==> src/include/sasc_pkg.sv <==
package sasc_pkg;
	// ==========================================================
	// bus and clock
	localparam int ADDR_W = 8;
	localparam int DATA_W = 32;
	localparam longint CLK_HZ = 100_000_000;
	localparam longint TICK_S = 1; // time step of the clock, seconds
	localparam longint SEC_CYCLES = CLK_HZ * TICK_S;

	// ==========================================================
	// register byte addresses
	localparam logic [7:0] REG_CMD = 8'h00;
	localparam logic [7:0] REG_ARG = 8'h04;
	localparam logic [7:0] REG_ABORT = 8'h08;
	localparam logic [7:0] REG_RESP0 = 8'h0c;
	localparam logic [7:0] REG_RESP1 = 8'h10;
	localparam logic [7:0] REG_STATUS = 8'h14;
	localparam logic [7:0] REG_DATE = 8'h18;
	localparam logic [7:0] REG_STB = 8'h1c;
	localparam int CMD_SRC_BIT = 8; // interface that sent the command
	localparam logic [7:0] ETX_CODE = 8'h03; // abort character

	// ==========================================================
	// command opcodes
	typedef enum logic [7:0] {
		OP_IDN = 8'h01, OP_RST = 8'h02, OP_TST = 8'h03,
		OP_LOCAL = 8'h04, OP_REMOTE = 8'h05, OP_TIME_Q = 8'h06,
		OP_TIME_SET = 8'h07, OP_ERR_Q = 8'h08, OP_STB_Q = 8'h09,
		OP_SRE_SET = 8'h0a, OP_SRE_Q = 8'h0b, OP_CLS = 8'h0c,
		OP_ESR_Q = 8'h0d, OP_ESE_SET = 8'h0e, OP_ESE_Q = 8'h0f,
		OP_PSC_SET = 8'h10, OP_PSC_Q = 8'h11, OP_OPC = 8'h12,
		OP_OPC_Q = 8'h13, OP_MODE_Q = 8'h14, OP_TYPE_Q = 8'h15,
		OP_RATIO_SET = 8'h16, OP_RATIO_Q = 8'h17,
		OP_FIELD_SET = 8'h18, OP_FIELD_Q = 8'h19,
		OP_CAP_SET = 8'h1a, OP_CAP_Q = 8'h1b
	} sasc_op_t;

	// ==========================================================
	// standard event and status byte bits
	localparam int ESR_OPC = 0;
	localparam int ESR_QUERY = 2;
	localparam int ESR_DEVICE = 3;
	localparam int ESR_EXEC = 4;
	localparam int ESR_CMD = 5;
	localparam int ESR_PON = 7;
	localparam logic [7:0] ESR_USED = 8'hbd; // bits 1 and 6 read zero
	localparam int STB_QUENCH = 2;
	localparam int STB_ESB = 5;
	localparam int STB_MSS = 6;
	localparam logic [7:0] STB_EXT = 8'h9b; // bits fed by instrument
	localparam logic PSC_RESET = 1'b1;
	localparam logic [7:0] ANSWER_ONE = 8'h01;

	// ==========================================================
	// error codes and buffer sizes
	localparam logic signed [15:0] ERR_OVERFLOW = -16'sd303;
	localparam logic signed [15:0] ERR_UNDEF = -16'sd113;
	localparam logic signed [15:0] ERR_CONFLICT = -16'sd221;
	localparam int QUEUE_DEPTH = 4;
	localparam int ERR_DEPTH = 10;

	// ==========================================================
	// time and date field layout
	localparam int SEC_LSB = 0;
	localparam int MIN_LSB = 6;
	localparam int HOUR_LSB = 12;
	localparam int YEAR_LSB = 0;
	localparam int DAY_LSB = 16;
	localparam int MON_LSB = 24;
	localparam logic [4:0] HOURS_DAY = 5'd24;
	localparam logic [5:0] SIXTY = 6'd60;
	localparam logic [3:0] MONTHS = 4'd12;
	localparam logic [15:0] YEAR_RESET = 16'd2000;
	localparam logic [1:0] LEAP_MASK = 2'h3;

	// ==========================================================
	// identity, values are arbitrary
	localparam logic [15:0] MODEL_CODE = 16'h0a5c;
	localparam logic [15:0] FW_REV = 16'h0100;
endpackage

==> src/rtl/sasc_top.sv <==
// The address map and the address-and-strobe port are this design's own decisions.
`timescale 1ns/1ps
//Operation
// - self-test query always answers 1.
// - abort character flushes output buffer; status registers untouched.
// - reset command acts as power cycle; status cleared per power-on setting.
// - local command and power-up enable all front-panel controls.
// - remote locks panel; local, reset, shift-menu or power unlock.
// - remote lockout shows the remote mark below the ramping mark.
// - time is month/day/year and 24-hour hours:minutes:seconds.
// - up to ten errors held, oldest returned first.
// - errors removed when read; clear-status or power cycle empties all.
// - status byte query returns it and leaves bit 6 alone.
// - service enable mask picks bits for bit 6; readback; 4 is quench.
// - clear-status clears event register and error buffer together.
// - event query returns standard event register.
// - event enable mask feeds bit 5; readback; 60 all errors.
// - power-on clear setting 1 clears masks, 0 keeps; default 1.
// - operation-complete command sets event bit 0 when executed.
// - operation-complete query answers 1 to its source only.
// - identification answers model number and firmware revision.
// - output range query returns 0..5, read-only remotely.
// - supply type query returns 0..17, read-only remotely.
// - field-unit commands need a positive non-zero field ratio.
// - current cap limits magnitude, both polarities, every mode.
// - reading the event register also clears it.
// - queue holds four; overflow discards and logs error -303.
// - event bits 0,2,3,4,5,7 defined; bits 1 and 6 zero.
module sasc_top #(
	parameter longint SEC_CYCLES = sasc_pkg::SEC_CYCLES
) (
	input wire logic clk_sys,
	input wire logic reset,
	input wire logic [7:0] addr,
	input wire logic [31:0] wdata,
	input wire logic wr,
	input wire logic rd,
	output logic [31:0] rdata,
	input wire logic [7:0] status_in,
	input wire logic quench_in,
	input wire logic err_push,
	input wire logic signed [15:0] err_code,
	input wire logic [2:0] range_pin,
	input wire logic [4:0] supply_type_pin,
	input wire logic shift_menu_pin,
	input wire logic signed [31:0] current_req,
	output logic signed [31:0] current_cmd,
	output logic panel_lock,
	output logic remote_mark,
	output logic [7:0] stb
);
	// ==========================================================
	// helpers
	function automatic logic is_query(input logic [7:0] op);
		case (op)
		sasc_pkg::OP_IDN, sasc_pkg::OP_TST, sasc_pkg::OP_TIME_Q,
		sasc_pkg::OP_ERR_Q, sasc_pkg::OP_STB_Q, sasc_pkg::OP_SRE_Q,
		sasc_pkg::OP_ESR_Q, sasc_pkg::OP_ESE_Q, sasc_pkg::OP_PSC_Q,
		sasc_pkg::OP_OPC_Q, sasc_pkg::OP_MODE_Q, sasc_pkg::OP_TYPE_Q,
		sasc_pkg::OP_RATIO_Q, sasc_pkg::OP_FIELD_Q,
		sasc_pkg::OP_CAP_Q:
			is_query = 1'b1;
		default:
			is_query = 1'b0;
		endcase
	endfunction

	// maps an error code to its standard event category bit
	function automatic logic [7:0] err_class(input logic signed [15:0] c);
		err_class = 8'h00;
		if (c <= -16'sd100 && c > -16'sd200)
			err_class[sasc_pkg::ESR_CMD] = 1'b1;
		else if (c <= -16'sd200 && c > -16'sd300)
			err_class[sasc_pkg::ESR_QUERY] = 1'b1;
		else if (c <= -16'sd300 && c > -16'sd400)
			err_class[sasc_pkg::ESR_EXEC] = 1'b1;
		else if (c <= -16'sd400)
			err_class[sasc_pkg::ESR_DEVICE] = 1'b1;
	endfunction

	function automatic logic [4:0] month_days(input logic [3:0] m,
			input logic [15:0] y);
		case (m)
		4'h2:
			month_days = (y[1:0] & sasc_pkg::LEAP_MASK) == 2'h0 ?
				5'd29 : 5'd28;
		4'h4, 4'h6, 4'h9, 4'hb:
			month_days = 5'd30;
		default:
			month_days = 5'd31;
		endcase
	endfunction

	// ==========================================================
	// pin synchronisers
	logic [2:0] range_s1, range_s2;
	logic [4:0] type_s1, type_s2;
	logic menu_s1, menu_s2, menu_d;
	always_ff @(posedge clk_sys) begin
		range_s1 <= range_pin;
		range_s2 <= range_s1;
		type_s1 <= supply_type_pin;
		type_s2 <= type_s1;
		menu_s1 <= shift_menu_pin;
		menu_s2 <= menu_s1;
		menu_d <= menu_s2;
	end
	wire menu_rise = menu_s2 && !menu_d;

	// ==========================================================
	// command queue, four entries of source, opcode and argument
	logic [40:0] q_mem [sasc_pkg::QUEUE_DEPTH];
	logic [1:0] q_rd, q_wr;
	logic [2:0] q_cnt;
	logic [31:0] arg_stage;
	logic [31:0] date_stage;
	logic [1:0] resp_valid;
	logic [31:0] resp [2];
	logic do_exec, q_push, q_full, flush;
	logic ex_src;
	logic [7:0] ex_op;
	logic [31:0] ex_arg;

	assign q_full = q_cnt == 3'(sasc_pkg::QUEUE_DEPTH);
	assign q_push = wr && addr == sasc_pkg::REG_CMD && !q_full;
	assign {ex_src, ex_op, ex_arg} = q_mem[q_rd];
	// a query waits while its interface still holds an unread answer
	assign do_exec = q_cnt != 3'h0 &&
		!(is_query(ex_op) && resp_valid[ex_src]);
	assign flush = do_exec && ex_op == sasc_pkg::OP_RST;

	// queue pointers; the reset command drops what follows it
	always_ff @(posedge clk_sys) begin
		if (reset || flush) begin
			q_rd <= 2'h0;
			q_wr <= 2'h0;
			q_cnt <= 3'h0;
		end else begin
			if (q_push)
				q_wr <= q_wr + 2'h1;
			if (do_exec)
				q_rd <= q_rd + 2'h1;
			q_cnt <= q_cnt + (q_push ? 3'h1 : 3'h0)
				- (do_exec ? 3'h1 : 3'h0);
		end
	end

	// queue storage and argument staging
	always_ff @(posedge clk_sys) begin
		if (q_push)
			q_mem[q_wr] <= {wdata[sasc_pkg::CMD_SRC_BIT],
				wdata[7:0], arg_stage};
		if (reset)
			arg_stage <= 32'h0000_0000;
		else if (wr && addr == sasc_pkg::REG_ARG)
			arg_stage <= wdata;
		if (reset)
			date_stage <= 32'h0000_0000;
		else if (wr && addr == sasc_pkg::REG_DATE)
			date_stage <= wdata;
	end

	// ==========================================================
	// decoded command effects
	wire ex_cls = do_exec && ex_op == sasc_pkg::OP_CLS;
	wire ex_esr_q = do_exec && ex_op == sasc_pkg::OP_ESR_Q;
	wire ex_err_q = do_exec && ex_op == sasc_pkg::OP_ERR_Q;
	logic signed [31:0] ratio;
	logic [31:0] cap;
	logic [31:0] field_target;
	logic field_bad, undef;
	assign field_bad = do_exec && (ex_op == sasc_pkg::OP_FIELD_SET ||
		ex_op == sasc_pkg::OP_FIELD_Q) && ratio <= 32'sd0;
	assign undef = do_exec && !is_query(ex_op) && !(
		ex_op inside {sasc_pkg::OP_RST, sasc_pkg::OP_LOCAL,
		sasc_pkg::OP_REMOTE, sasc_pkg::OP_TIME_SET, sasc_pkg::OP_SRE_SET,
		sasc_pkg::OP_CLS, sasc_pkg::OP_ESE_SET, sasc_pkg::OP_PSC_SET,
		sasc_pkg::OP_OPC, sasc_pkg::OP_RATIO_SET, sasc_pkg::OP_FIELD_SET,
		sasc_pkg::OP_CAP_SET});

	// ==========================================================
	// error buffer; overflow wins over execution errors, then pins
	logic signed [15:0] err_head;
	logic [3:0] err_cnt;
	logic ovf;
	logic fifo_push;
	logic signed [15:0] fifo_code;
	assign ovf = wr && addr == sasc_pkg::REG_CMD && q_full;
	always_comb begin
		fifo_push = 1'b1;
		if (ovf)
			fifo_code = sasc_pkg::ERR_OVERFLOW;
		else if (undef)
			fifo_code = sasc_pkg::ERR_UNDEF;
		else if (field_bad)
			fifo_code = sasc_pkg::ERR_CONFLICT;
		else begin
			fifo_code = err_code;
			fifo_push = err_push;
		end
	end

	sasc_err_fifo u_err (
		.clk_sys(clk_sys),
		.reset(reset),
		.clear(ex_cls || flush),
		.push(fifo_push),
		.push_code(fifo_code),
		.pop(ex_err_q),
		.head_code(err_head),
		.count(err_cnt)
	);

	// ==========================================================
	// standard event register; a new event beats a clear
	logic [7:0] esr, esr_set;
	always_comb begin
		esr_set = 8'h00;
		if (ovf)
			esr_set = esr_set | err_class(sasc_pkg::ERR_OVERFLOW);
		if (undef)
			esr_set = esr_set | err_class(sasc_pkg::ERR_UNDEF);
		if (field_bad)
			esr_set = esr_set | err_class(sasc_pkg::ERR_CONFLICT);
		if (err_push)
			esr_set = esr_set | err_class(err_code);
		if (do_exec && ex_op == sasc_pkg::OP_OPC)
			esr_set[sasc_pkg::ESR_OPC] = 1'b1;
		if (flush)
			esr_set[sasc_pkg::ESR_PON] = 1'b1;
	end
	always_ff @(posedge clk_sys) begin
		if (reset)
			esr <= 8'h00 | (8'h01 << sasc_pkg::ESR_PON);
		else if (ex_cls || ex_esr_q)
			esr <= esr_set & sasc_pkg::ESR_USED;
		else
			esr <= (esr | esr_set) & sasc_pkg::ESR_USED;
	end

	// ==========================================================
	// enable masks and power-on clear setting
	logic [7:0] sre, ese;
	logic psc;
	always_ff @(posedge clk_sys) begin
		if (reset) begin
			psc <= sasc_pkg::PSC_RESET;
			sre <= 8'h00;
			ese <= 8'h00;
		end else if (flush) begin
			if (psc) begin
				sre <= 8'h00;
				ese <= 8'h00;
			end
		end else if (do_exec) begin
			if (ex_op == sasc_pkg::OP_SRE_SET)
				sre <= ex_arg[7:0];
			if (ex_op == sasc_pkg::OP_ESE_SET)
				ese <= ex_arg[7:0];
			if (ex_op == sasc_pkg::OP_PSC_SET)
				psc <= ex_arg[0];
		end
	end

	// status byte, refreshed every cycle and never cleared by a read
	logic [7:0] next_stb;
	always_comb begin
		next_stb = status_in & sasc_pkg::STB_EXT;
		next_stb[sasc_pkg::STB_QUENCH] = quench_in;
		next_stb[sasc_pkg::STB_ESB] = |(esr & ese);
		next_stb[sasc_pkg::STB_MSS] = |(next_stb & sre &
			~(8'h01 << sasc_pkg::STB_MSS));
	end
	always_ff @(posedge clk_sys) begin
		if (reset)
			stb <= 8'h00;
		else
			stb <= next_stb;
	end

	// ==========================================================
	// front panel lockout
	always_ff @(posedge clk_sys) begin
		if (reset || flush || menu_rise) begin
			panel_lock <= 1'b0;
			remote_mark <= 1'b0;
		end else if (do_exec && ex_op == sasc_pkg::OP_LOCAL) begin
			panel_lock <= 1'b0;
			remote_mark <= 1'b0;
		end else if (do_exec && ex_op == sasc_pkg::OP_REMOTE) begin
			panel_lock <= 1'b1;
			remote_mark <= 1'b1;
		end
	end

	// ==========================================================
	// real-time clock, one-second enable from a divider
	logic [31:0] div;
	logic sec_tick;
	logic [5:0] t_sec, t_min;
	logic [4:0] t_hour, t_day;
	logic [3:0] t_mon;
	logic [15:0] t_year;
	assign sec_tick = div == 32'(SEC_CYCLES - 1);
	always_ff @(posedge clk_sys) begin
		if (reset || sec_tick)
			div <= 32'h0000_0000;
		else
			div <= div + 32'h1;
	end
	always_ff @(posedge clk_sys) begin
		if (reset) begin
			{t_hour, t_min, t_sec} <= 17'h00000;
			t_day <= 5'h01;
			t_mon <= 4'h1;
			t_year <= sasc_pkg::YEAR_RESET;
		end else if (do_exec && ex_op == sasc_pkg::OP_TIME_SET) begin
			t_sec <= ex_arg[sasc_pkg::SEC_LSB +: 6];
			t_min <= ex_arg[sasc_pkg::MIN_LSB +: 6];
			t_hour <= ex_arg[sasc_pkg::HOUR_LSB +: 5];
			t_year <= date_stage[sasc_pkg::YEAR_LSB +: 16];
			t_day <= date_stage[sasc_pkg::DAY_LSB +: 5];
			t_mon <= date_stage[sasc_pkg::MON_LSB +: 4];
		end else if (sec_tick) begin
			// cascade of rollovers, hours wrap at 24
			t_sec <= t_sec + 6'h1;
			if (t_sec == sasc_pkg::SIXTY - 6'h1) begin
				t_sec <= 6'h00;
				t_min <= t_min + 6'h1;
				if (t_min == sasc_pkg::SIXTY - 6'h1) begin
					t_min <= 6'h00;
					t_hour <= t_hour + 5'h1;
					if (t_hour == sasc_pkg::HOURS_DAY - 5'h1) begin
						t_hour <= 5'h00;
						t_day <= t_day + 5'h1;
						if (t_day == month_days(t_mon, t_year)) begin
							t_day <= 5'h01;
							t_mon <= t_mon + 4'h1;
							if (t_mon == sasc_pkg::MONTHS) begin
								t_mon <= 4'h1;
								t_year <= t_year + 16'h1;
							end
						end
					end
				end
			end
		end
	end

	// ==========================================================
	// field ratio, field target and current cap
	always_ff @(posedge clk_sys) begin
		if (reset) begin
			ratio <= 32'sh0000_0000;
			cap <= 32'h0000_0000;
			field_target <= 32'h0000_0000;
		end else if (do_exec) begin
			if (ex_op == sasc_pkg::OP_RATIO_SET)
				ratio <= ex_arg;
			if (ex_op == sasc_pkg::OP_CAP_SET)
				cap <= ex_arg;
			if (ex_op == sasc_pkg::OP_FIELD_SET && !field_bad)
				field_target <= ex_arg;
		end
	end
	// one magnitude serves both polarities
	always_ff @(posedge clk_sys) begin
		if (reset)
			current_cmd <= 32'sh0000_0000;
		else if (current_req > $signed(cap))
			current_cmd <= $signed(cap);
		else if (current_req < -$signed(cap))
			current_cmd <= -$signed(cap);
		else
			current_cmd <= current_req;
	end

	// ==========================================================
	// answers, one slot for each interface
	logic [31:0] answer;
	logic [31:0] date_snap;
	always_comb begin
		case (ex_op)
		sasc_pkg::OP_IDN:
			answer = {sasc_pkg::MODEL_CODE, sasc_pkg::FW_REV};
		sasc_pkg::OP_TST, sasc_pkg::OP_OPC_Q:
			answer = 32'(sasc_pkg::ANSWER_ONE);
		sasc_pkg::OP_TIME_Q:
			answer = 32'({t_hour, t_min, t_sec});
		sasc_pkg::OP_ERR_Q:
			answer = 32'(err_head);
		sasc_pkg::OP_STB_Q:
			answer = 32'(stb);
		sasc_pkg::OP_SRE_Q:
			answer = 32'(sre);
		sasc_pkg::OP_ESR_Q:
			answer = 32'(esr);
		sasc_pkg::OP_ESE_Q:
			answer = 32'(ese);
		sasc_pkg::OP_PSC_Q:
			answer = 32'(psc);
		sasc_pkg::OP_MODE_Q:
			answer = 32'(range_s2);
		sasc_pkg::OP_TYPE_Q:
			answer = 32'(type_s2);
		sasc_pkg::OP_RATIO_Q:
			answer = ratio;
		sasc_pkg::OP_FIELD_Q:
			answer = field_target;
		sasc_pkg::OP_CAP_Q:
			answer = cap;
		default:
			answer = 32'h0000_0000;
		endcase
	end

	// a read pops a slot; the abort character empties one slot only
	wire rd_r0 = rd && addr == sasc_pkg::REG_RESP0;
	wire rd_r1 = rd && addr == sasc_pkg::REG_RESP1;
	wire etx = wr && addr == sasc_pkg::REG_ABORT &&
		wdata[7:0] == sasc_pkg::ETX_CODE;
	wire [1:0] etx_sel = etx ? (wdata[sasc_pkg::CMD_SRC_BIT] ?
		2'b10 : 2'b01) : 2'b00;
	wire ans = do_exec && is_query(ex_op) && !field_bad;
	always_ff @(posedge clk_sys) begin
		if (reset || flush) begin
			resp_valid <= 2'b00;
		end else begin
			resp_valid <= resp_valid & ~{rd_r1, rd_r0} & ~etx_sel;
			if (ans)
				resp_valid[ex_src] <= 1'b1;
		end
	end
	always_ff @(posedge clk_sys) begin
		if (reset) begin
			resp[0] <= 32'h0000_0000;
			resp[1] <= 32'h0000_0000;
			date_snap <= 32'h0000_0000;
		end else if (ans) begin
			resp[ex_src] <= answer;
			if (ex_op == sasc_pkg::OP_TIME_Q)
				date_snap <= 32'({t_mon, 3'h0, t_day, t_year});
		end
	end

	// ==========================================================
	// register read port, data one cycle after the strobe
	always_ff @(posedge clk_sys) begin
		if (reset)
			rdata <= 32'h0000_0000;
		else if (!rd)
			rdata <= 32'h0000_0000;
		else if (addr == sasc_pkg::REG_RESP0)
			rdata <= resp[0];
		else if (addr == sasc_pkg::REG_RESP1)
			rdata <= resp[1];
		else if (addr == sasc_pkg::REG_STATUS)
			rdata <= {16'h0000, err_cnt, 1'b0, q_cnt,
				5'h00, panel_lock, resp_valid};
		else if (addr == sasc_pkg::REG_DATE)
			rdata <= date_snap;
		else if (addr == sasc_pkg::REG_STB)
			rdata <= 32'(stb);
		else if (addr == sasc_pkg::REG_ARG)
			rdata <= arg_stage;
		else
			rdata <= 32'h0000_0000;
	end
endmodule

==> src/rtl/sasc_err_fifo.sv <==
`timescale 1ns/1ps
module sasc_err_fifo (
	input wire logic clk_sys,
	input wire logic reset,
	input wire logic clear,
	input wire logic push,
	input wire logic signed [15:0] push_code,
	input wire logic pop,
	output logic signed [15:0] head_code,
	output logic [3:0] count
);
	// ==========================================================
	// ten-entry error store, oldest first
	logic signed [15:0] mem [sasc_pkg::ERR_DEPTH];
	logic [3:0] rd_ptr;
	logic [3:0] wr_ptr;
	logic do_pop;
	logic do_push;

	function automatic logic [3:0] inc(input logic [3:0] p);
		inc = (p == 4'(sasc_pkg::ERR_DEPTH - 1)) ? 4'h0 : p + 4'h1;
	endfunction

	assign do_pop = pop && (count != 4'h0);
	// a full buffer drops the newest error rather than the oldest
	assign do_push = push && (count != 4'(sasc_pkg::ERR_DEPTH));
	assign head_code = (count == 4'h0) ? 16'sh0000 : mem[rd_ptr];

	// pointers; an error arriving with a clear is kept
	always_ff @(posedge clk_sys) begin
		if (reset) begin
			rd_ptr <= 4'h0;
			wr_ptr <= 4'h0;
			count <= 4'h0;
		end else if (clear) begin
			rd_ptr <= 4'h0;
			wr_ptr <= push ? 4'h1 : 4'h0;
			count <= push ? 4'h1 : 4'h0;
		end else begin
			if (do_pop)
				rd_ptr <= inc(rd_ptr);
			if (do_push)
				wr_ptr <= inc(wr_ptr);
			count <= count + (do_push ? 4'h1 : 4'h0)
				- (do_pop ? 4'h1 : 4'h0);
		end
	end

	// storage
	always_ff @(posedge clk_sys) begin
		if (clear && push)
			mem[0] <= push_code;
		else if (!clear && do_push)
			mem[wr_ptr] <= push_code;
	end
endmodule

==> config.mk <==
export PLATFORM = sky130hd
export DESIGN_NAME = sasc_top
export DESIGN_NICKNAME = d
export VERILOG_FILES = /design/src/include/sasc_pkg.sv /design/src/rtl/sasc_top.sv /design/src/rtl/sasc_err_fifo.sv
export SDC_FILE = /design/constraint.sdc
export NUM_CORES = 1
export LEC_CHECK = 0
export ABC_CLOCK_PERIOD_IN_PS = 7000
export BUFFER_PORTS_ARGS = -buffer_cell sky130_fd_sc_hd__buf_2
export CELL_PAD_IN_SITES_DETAIL_PLACEMENT = 1
export CELL_PAD_IN_SITES_GLOBAL_PLACEMENT = 1
export CORE_UTILIZATION = 42
export CTS_BUF_LIST = sky130_fd_sc_hd__clkbuf_8
export DETAILED_ROUTE_END_ITERATION = 7
export PLACE_DENSITY_LB_ADDON = 0.1
export RECOVER_POWER = 25
export SLEW_MARGIN = 20
export SYNTH_ARGS = -nofsm -noshare
export SYNTH_HDL_FRONTEND = slang
export SYNTH_HIERARCHICAL = 1
export SYNTH_SLANG_ARGS = --single-unit
==> constraint.sdc <==
create_clock -name clk_sys -period 7 [get_ports clk_sys]
set_input_delay 1.05 -clock clk_sys [delete_from_list [all_inputs] [get_ports clk_sys]]
set_output_delay 1.05 -clock clk_sys [all_outputs]
set_load 0.01 [all_outputs]
==> results_tabular.tex <==
\begin{tabular}{lr}
\hline
Metric & Value \\
\hline
\multicolumn{2}{l}{\textbf{Timing}} \\
Hold Violations, Final & 0 \\
Count of pins over their slew limit & 87 \\
Total setup violations reported at the end of the flow & 0 \\
Fmax & 0.1779 GHz \\
Remaining max-slew budget at the tightest pin & -0.8410 \\
Share of the clock period used by the worst path after layout & 0.8030 \\
Fin Hold WS & 0.3265 ns \\
Post-Route Setup TNS & 0 ns \\
Post-route clock skew & 0.04753 ns \\
Slew at the pin with the worst max-slew slack & 2.762 ns \\
Unrepaired setup endpoints after global routing & no \\
Min cycle time layout & 5.621 ns \\
\multicolumn{2}{l}{\textbf{Worst setup path}} \\
Critical path data required time & 7.64 ns \\
Beginning of the worst register-to-register path & cap[2]\$\_SDFFE\_PP0P\_ \\
Nature of the critical path endpoint & flop \\
Destination of the worst register-to-register timing path & current\_cmd[2]\$\_SDFF\_PP0\_ \\
Largest fanout on the critical path & 91 \\
Crit path arrival time & 6.26 ns \\
Critical Path Start Type & input port \\
Number of cells on the worst reg-to-reg path & 15 \\
Setup Crit Path Kind & input port to flop \\
Reg-to-reg slack, setup & 2.00 ns \\
First element of the critical path & reset \\
\multicolumn{2}{l}{\textbf{Logic synthesis}} \\
Count of flip-flops with a built-in enable after synthesis & 388 \\
Synth top area share & 0.3364 \\
Synth Cell Area & 34630 um2 \\
Flip-flop cell with the highest count after synthesis & sky130\_fd\_sc\_hd\_\_dfxtp\_1 \\
Post-Synthesis Mean Instance Area & 11.34 um2 \\
Portion of the post-synthesis area used by sequential elements & 0.5641 \\
Syn nets & 3255 \\
Total of warnings raised by yosys & 6 \\
Post-synthesis cell type count & 100 \\
Leading area contributor after synthesis & sky130\_fd\_sc\_hd\_\_edfxtp\_1 \\
Total of flip-flops plus latches after synthesis & 782 \\
Share of synthesized flip-flops with an asynchronous set or reset & 0 \\
Instance count of the mapped netlist & 3053 \\
Dominant cells by area after synthesis & sky130\_fd\_sc\_hd\_\_edfxtp\_1 34\%, sky130\_fd\_sc\_hd\_\_dfxtp\_1 23\%, sky130\_fd\_sc\_hd\_\_mux4\_2 4.5\% \\
\multicolumn{2}{l}{\textbf{Clock network}} \\
Clock Sink Count & 782 \\
Gates resized, CTS repair & 0 \\
Htree depth & 4 \\
Maximum number of buffers from clock root to sink & 3 \\
Hold\_buf cts & 0 \\
Number of buffers inserted during clock tree synthesis & 139 \\
Root buffer cell & sky130\_fd\_sc\_hd\_\_clkbuf\_8 \\
Latest clock arrival within the worst-skew pair & 0.80 ns \\
Clock slew at reported path FFs & 0.05 ns \\
Clock tree from TritonCTS & done \\
Setup repair bufs after CTS & 0 \\
\multicolumn{2}{l}{\textbf{Floorplan}} \\
DIE AREA & 83620 um2 \\
Y dimension of the die & 289.2 um \\
I/O pins & 185 \\
Initial Utilization & 0.4272 \\
CORE AREA & 81070 um2 \\
Floorplan row count & 104 \\
Die extent in x & 289.2 um \\
\multicolumn{2}{l}{\textbf{Pwr}} \\
Internal power & 8.406 mW \\
Overall power consumption & 12.31 mW \\
Switching power & 3.909 mW \\
Gate power share & 0.218 \\
Sw Ratio & 0.3174 \\
Power Density & 313.8 nW/um2 \\
Leak Pwr & 13.87 nW \\
Maximum ir drop on the vdd rail & 0.2110 mV \\
Clock group share of total power & 0.344 \\
Relative contribution of sequential cells to total power & 0.439 \\
\multicolumn{2}{l}{\textbf{Outcome}} \\
Run status & finished, violations left \\
Failing checks & max-capacitance violations, max-slew violations \\
\multicolumn{2}{l}{\textbf{Cells and area}} \\
Area growth from synthesis to final layout & 13.30\% \\
Area used by sequential logic in the layout & 19540 um2 \\
NumNets Final & 3448 \\
Top library cells by usage in the layout, fill and taps aside & 390 x sky130\_fd\_sc\_hd\_\_dfxtp\_1, 388 x sky130\_fd\_sc\_hd\_\_edfxtp\_1, 324 x sky130\_fd\_sc\_hd\_\_nand2\_1, 261 x sky130\_fd\_sc\_hd\_\_nor2\_1, 199 x sky130\_fd\_sc\_hd\_\_a21oi\_1 \\
Count of fill cells added during filler insertion & 8711 \\
Area of combinational cells with multiple inputs & 13980 um2 \\
Most common cell after layout, fill and taps aside & sky130\_fd\_sc\_hd\_\_dfxtp\_1 \\
Share of final-layout standard cells stronger than drive strength 1 & 0.1482 \\
\multicolumn{2}{l}{\textbf{Placed design}} \\
Placer Congestion & 0.9194 \\
HPWL after DPL & 77.71 mm \\
Buffers added on ports & 181 \\
\multicolumn{2}{l}{\textbf{Detailed routing}} \\
Iteration-0 DRC Markers & 1518 \\
Routed WL & 111.4 mm \\
Vias/cell & 5.834 \\
Remaining DRCs & 0 \\
DR WL/cell & 25.19 um \\
First-pass detailed-route iteration total & 6 \\
Number of nets with antenna violations after routing & 0 \\
Vias & 25810 \\
\multicolumn{2}{l}{\textbf{Global routing}} \\
Global route overflow & 0 \\
Initial antenna violation count & 5 \\
Pin count of the biggest net entering global routing & 92 \\
Combined global-route utilization of all metal layers & 0.2671 \\
First-pass GRT wire length & 167.2 mm \\
Vias in the first global route & 27250 \\
\multicolumn{2}{l}{\textbf{Worst hold path}} \\
Worst min-delay path class & flop to flop \\
\multicolumn{2}{l}{\textbf{Job}} \\
Maxcap violations & 2 \\
\hline
\end{tabular}
stage by stage:
| step | setup WS, ns | cell area (um2) | utilization | cells |
|---|---|---|---|---|
| 2_1_floorplan | 2.151 | 34630 | - | 3053 |
| 3_3_place_gp | 2.028 | 36550 | 0.4508 | 4165 |
| 3_5_place_dp | 2.082 | 36550 | 0.4508 | 4165 |
| 4_1_cts | 2.018 | 39330 | 0.4852 | 4420 |
| 5_1_grt | 1.087 | 39240 | 0.4840 | 4423 |
| 6_report | 1.379 | 39240 | 0.4840 | 4424 |
registers in the layout, summed over array words and instances (netlist names), 8 cells and up, named ones only:
signal / count
rdata: 32
stb: 8
arg_stage: 32
date_snap: 25
t_year: 16
q_mem: 164
div: 32
resp: 64
u_err/mem: 160
current_cmd: 32
date_stage: 25
ratio: 32
cap: 32
sre: 8
field_target: 32
ese: 8
power by group through the flow:
stage                     Sequential (mW)  Combinational (mW)  Clock, mW
after detailed placement             5.49                2.70          0
after floorplan                      5.42                1.74          0
after CTS                            5.40                2.71       4.34
after global placement               5.47                2.63          0
after global routing                 5.43                2.90       4.53
final                                5.40                2.68       4.23
area by class of cell:
class                      instances  area share
sequential                       782      0.4981
multi-input combinational       1989      0.3562
clock buffer                     163     0.05717
tap                             1060     0.03380
timing repair buffer             238     0.03154
clock inverter                    92     0.01377
inverter                          96    0.009183
antenna                            4   0.0002551
Yosys cell counts (11+ instances only):
cell type,n
sky130_fd_sc_hd__nor2_1,263
sky130_fd_sc_hd__a22o_1,22
sky130_fd_sc_hd__a22oi_1,57
sky130_fd_sc_hd__xnor2_1,55
sky130_fd_sc_hd__nor3_1,51
sky130_fd_sc_hd__and3_1,31
sky130_fd_sc_hd__nand3_1,76
sky130_fd_sc_hd__nand4_1,35
sky130_fd_sc_hd__nor2b_1,40
sky130_fd_sc_hd__ha_1,89
sky130_fd_sc_hd__buf_2,35
sky130_fd_sc_hd__nand2b_1,14
sky130_fd_sc_hd__a21oi_1,200
sky130_fd_sc_hd__mux4_2,69
sky130_fd_sc_hd__nor4_1,30
sky130_fd_sc_hd__mux2_2,11
sky130_fd_sc_hd__a31oi_1,16
sky130_fd_sc_hd__a211oi_1,45
sky130_fd_sc_hd__xor2_1,19
sky130_fd_sc_hd__o22ai_1,19
sky130_fd_sc_hd__nand3b_1,13
sky130_fd_sc_hd__edfxtp_1,388
sky130_fd_sc_hd__dfxtp_1,394
sky130_fd_sc_hd__a222oi_1,28
sky130_fd_sc_hd__o21ai_0,82
sky130_fd_sc_hd__clkbuf_1,129
sky130_fd_sc_hd__nand2_1,326
sky130_fd_sc_hd__a311oi_1,13
sky130_fd_sc_hd__or3_1,12
sky130_fd_sc_hd__mux2i_1,128
sky130_fd_sc_hd__and2_1,20
sky130_fd_sc_hd__o211a_1,28
sky130_fd_sc_hd__inv_1,93
sky130_fd_sc_hd__or4_1,13
worst max-delay path, stage by stage:
cell and delay (ns):
sky130_fd_sc_hd__clkbuf_1 1.91, sky130_fd_sc_hd__clkbuf_1 1.66, sky130_fd_sc_hd__buf_4 1.03, sky130_fd_sc_hd__a31o_2 0.46, sky130_fd_sc_hd__a21oi_1 0.10
kinds of logic (layout without fill, tap and decap cells):
logic type,Yosys count,in the layout,share of synthesized area
other,0,4,0
adder cells (fa/ha/maj),91,91,0.03331
XOR/XNOR,74,74,0.01871
multiplexers,210,210,0.08695
buffers and inverters,282,589,0.03468
flip-flops,782,782,0.5641
AND/OR/NAND/NOR,973,973,0.1343
AO/OA/AOI/OAI,641,641,0.1279
worst min-delay path by stage:
stage / start / end / slack [ns] / cells after the start
3_3_place_gp: range_s1[0]$_DFF_P_ / range_s2[0]$_DFF_P_ / 0.31 / 0
4_1_cts: shift_menu_pin / menu_s1$_DFF_P_ / 0.31 / 1
3_5_place_dp: type_s1[0]$_DFF_P_ / type_s2[0]$_DFF_P_ / 0.32 / 0
5_1_grt: range_pin[2] / range_s1[2]$_DFF_P_ / 0.32 / 1
2_1_floorplan: menu_s1$_DFF_P_ / menu_s2$_DFF_P_ / 0.31 / 0
6_report: type_s1[1]$_DFF_P_ / type_s2[1]$_DFF_P_ / 0.33 / 0
per-layer routing:
| layer | global-route usage | wire length, um |
|---|---|---|
| met5 | 0 | 12 |
| met4 | 0.1191 | 4124 |
| met3 | 0.04866 | 5386 |
| met2 | 0.4524 | 55060 |
| met1 | 0.3323 | 46850 |
Note: power is estimated with default switching activity, not from simulation.
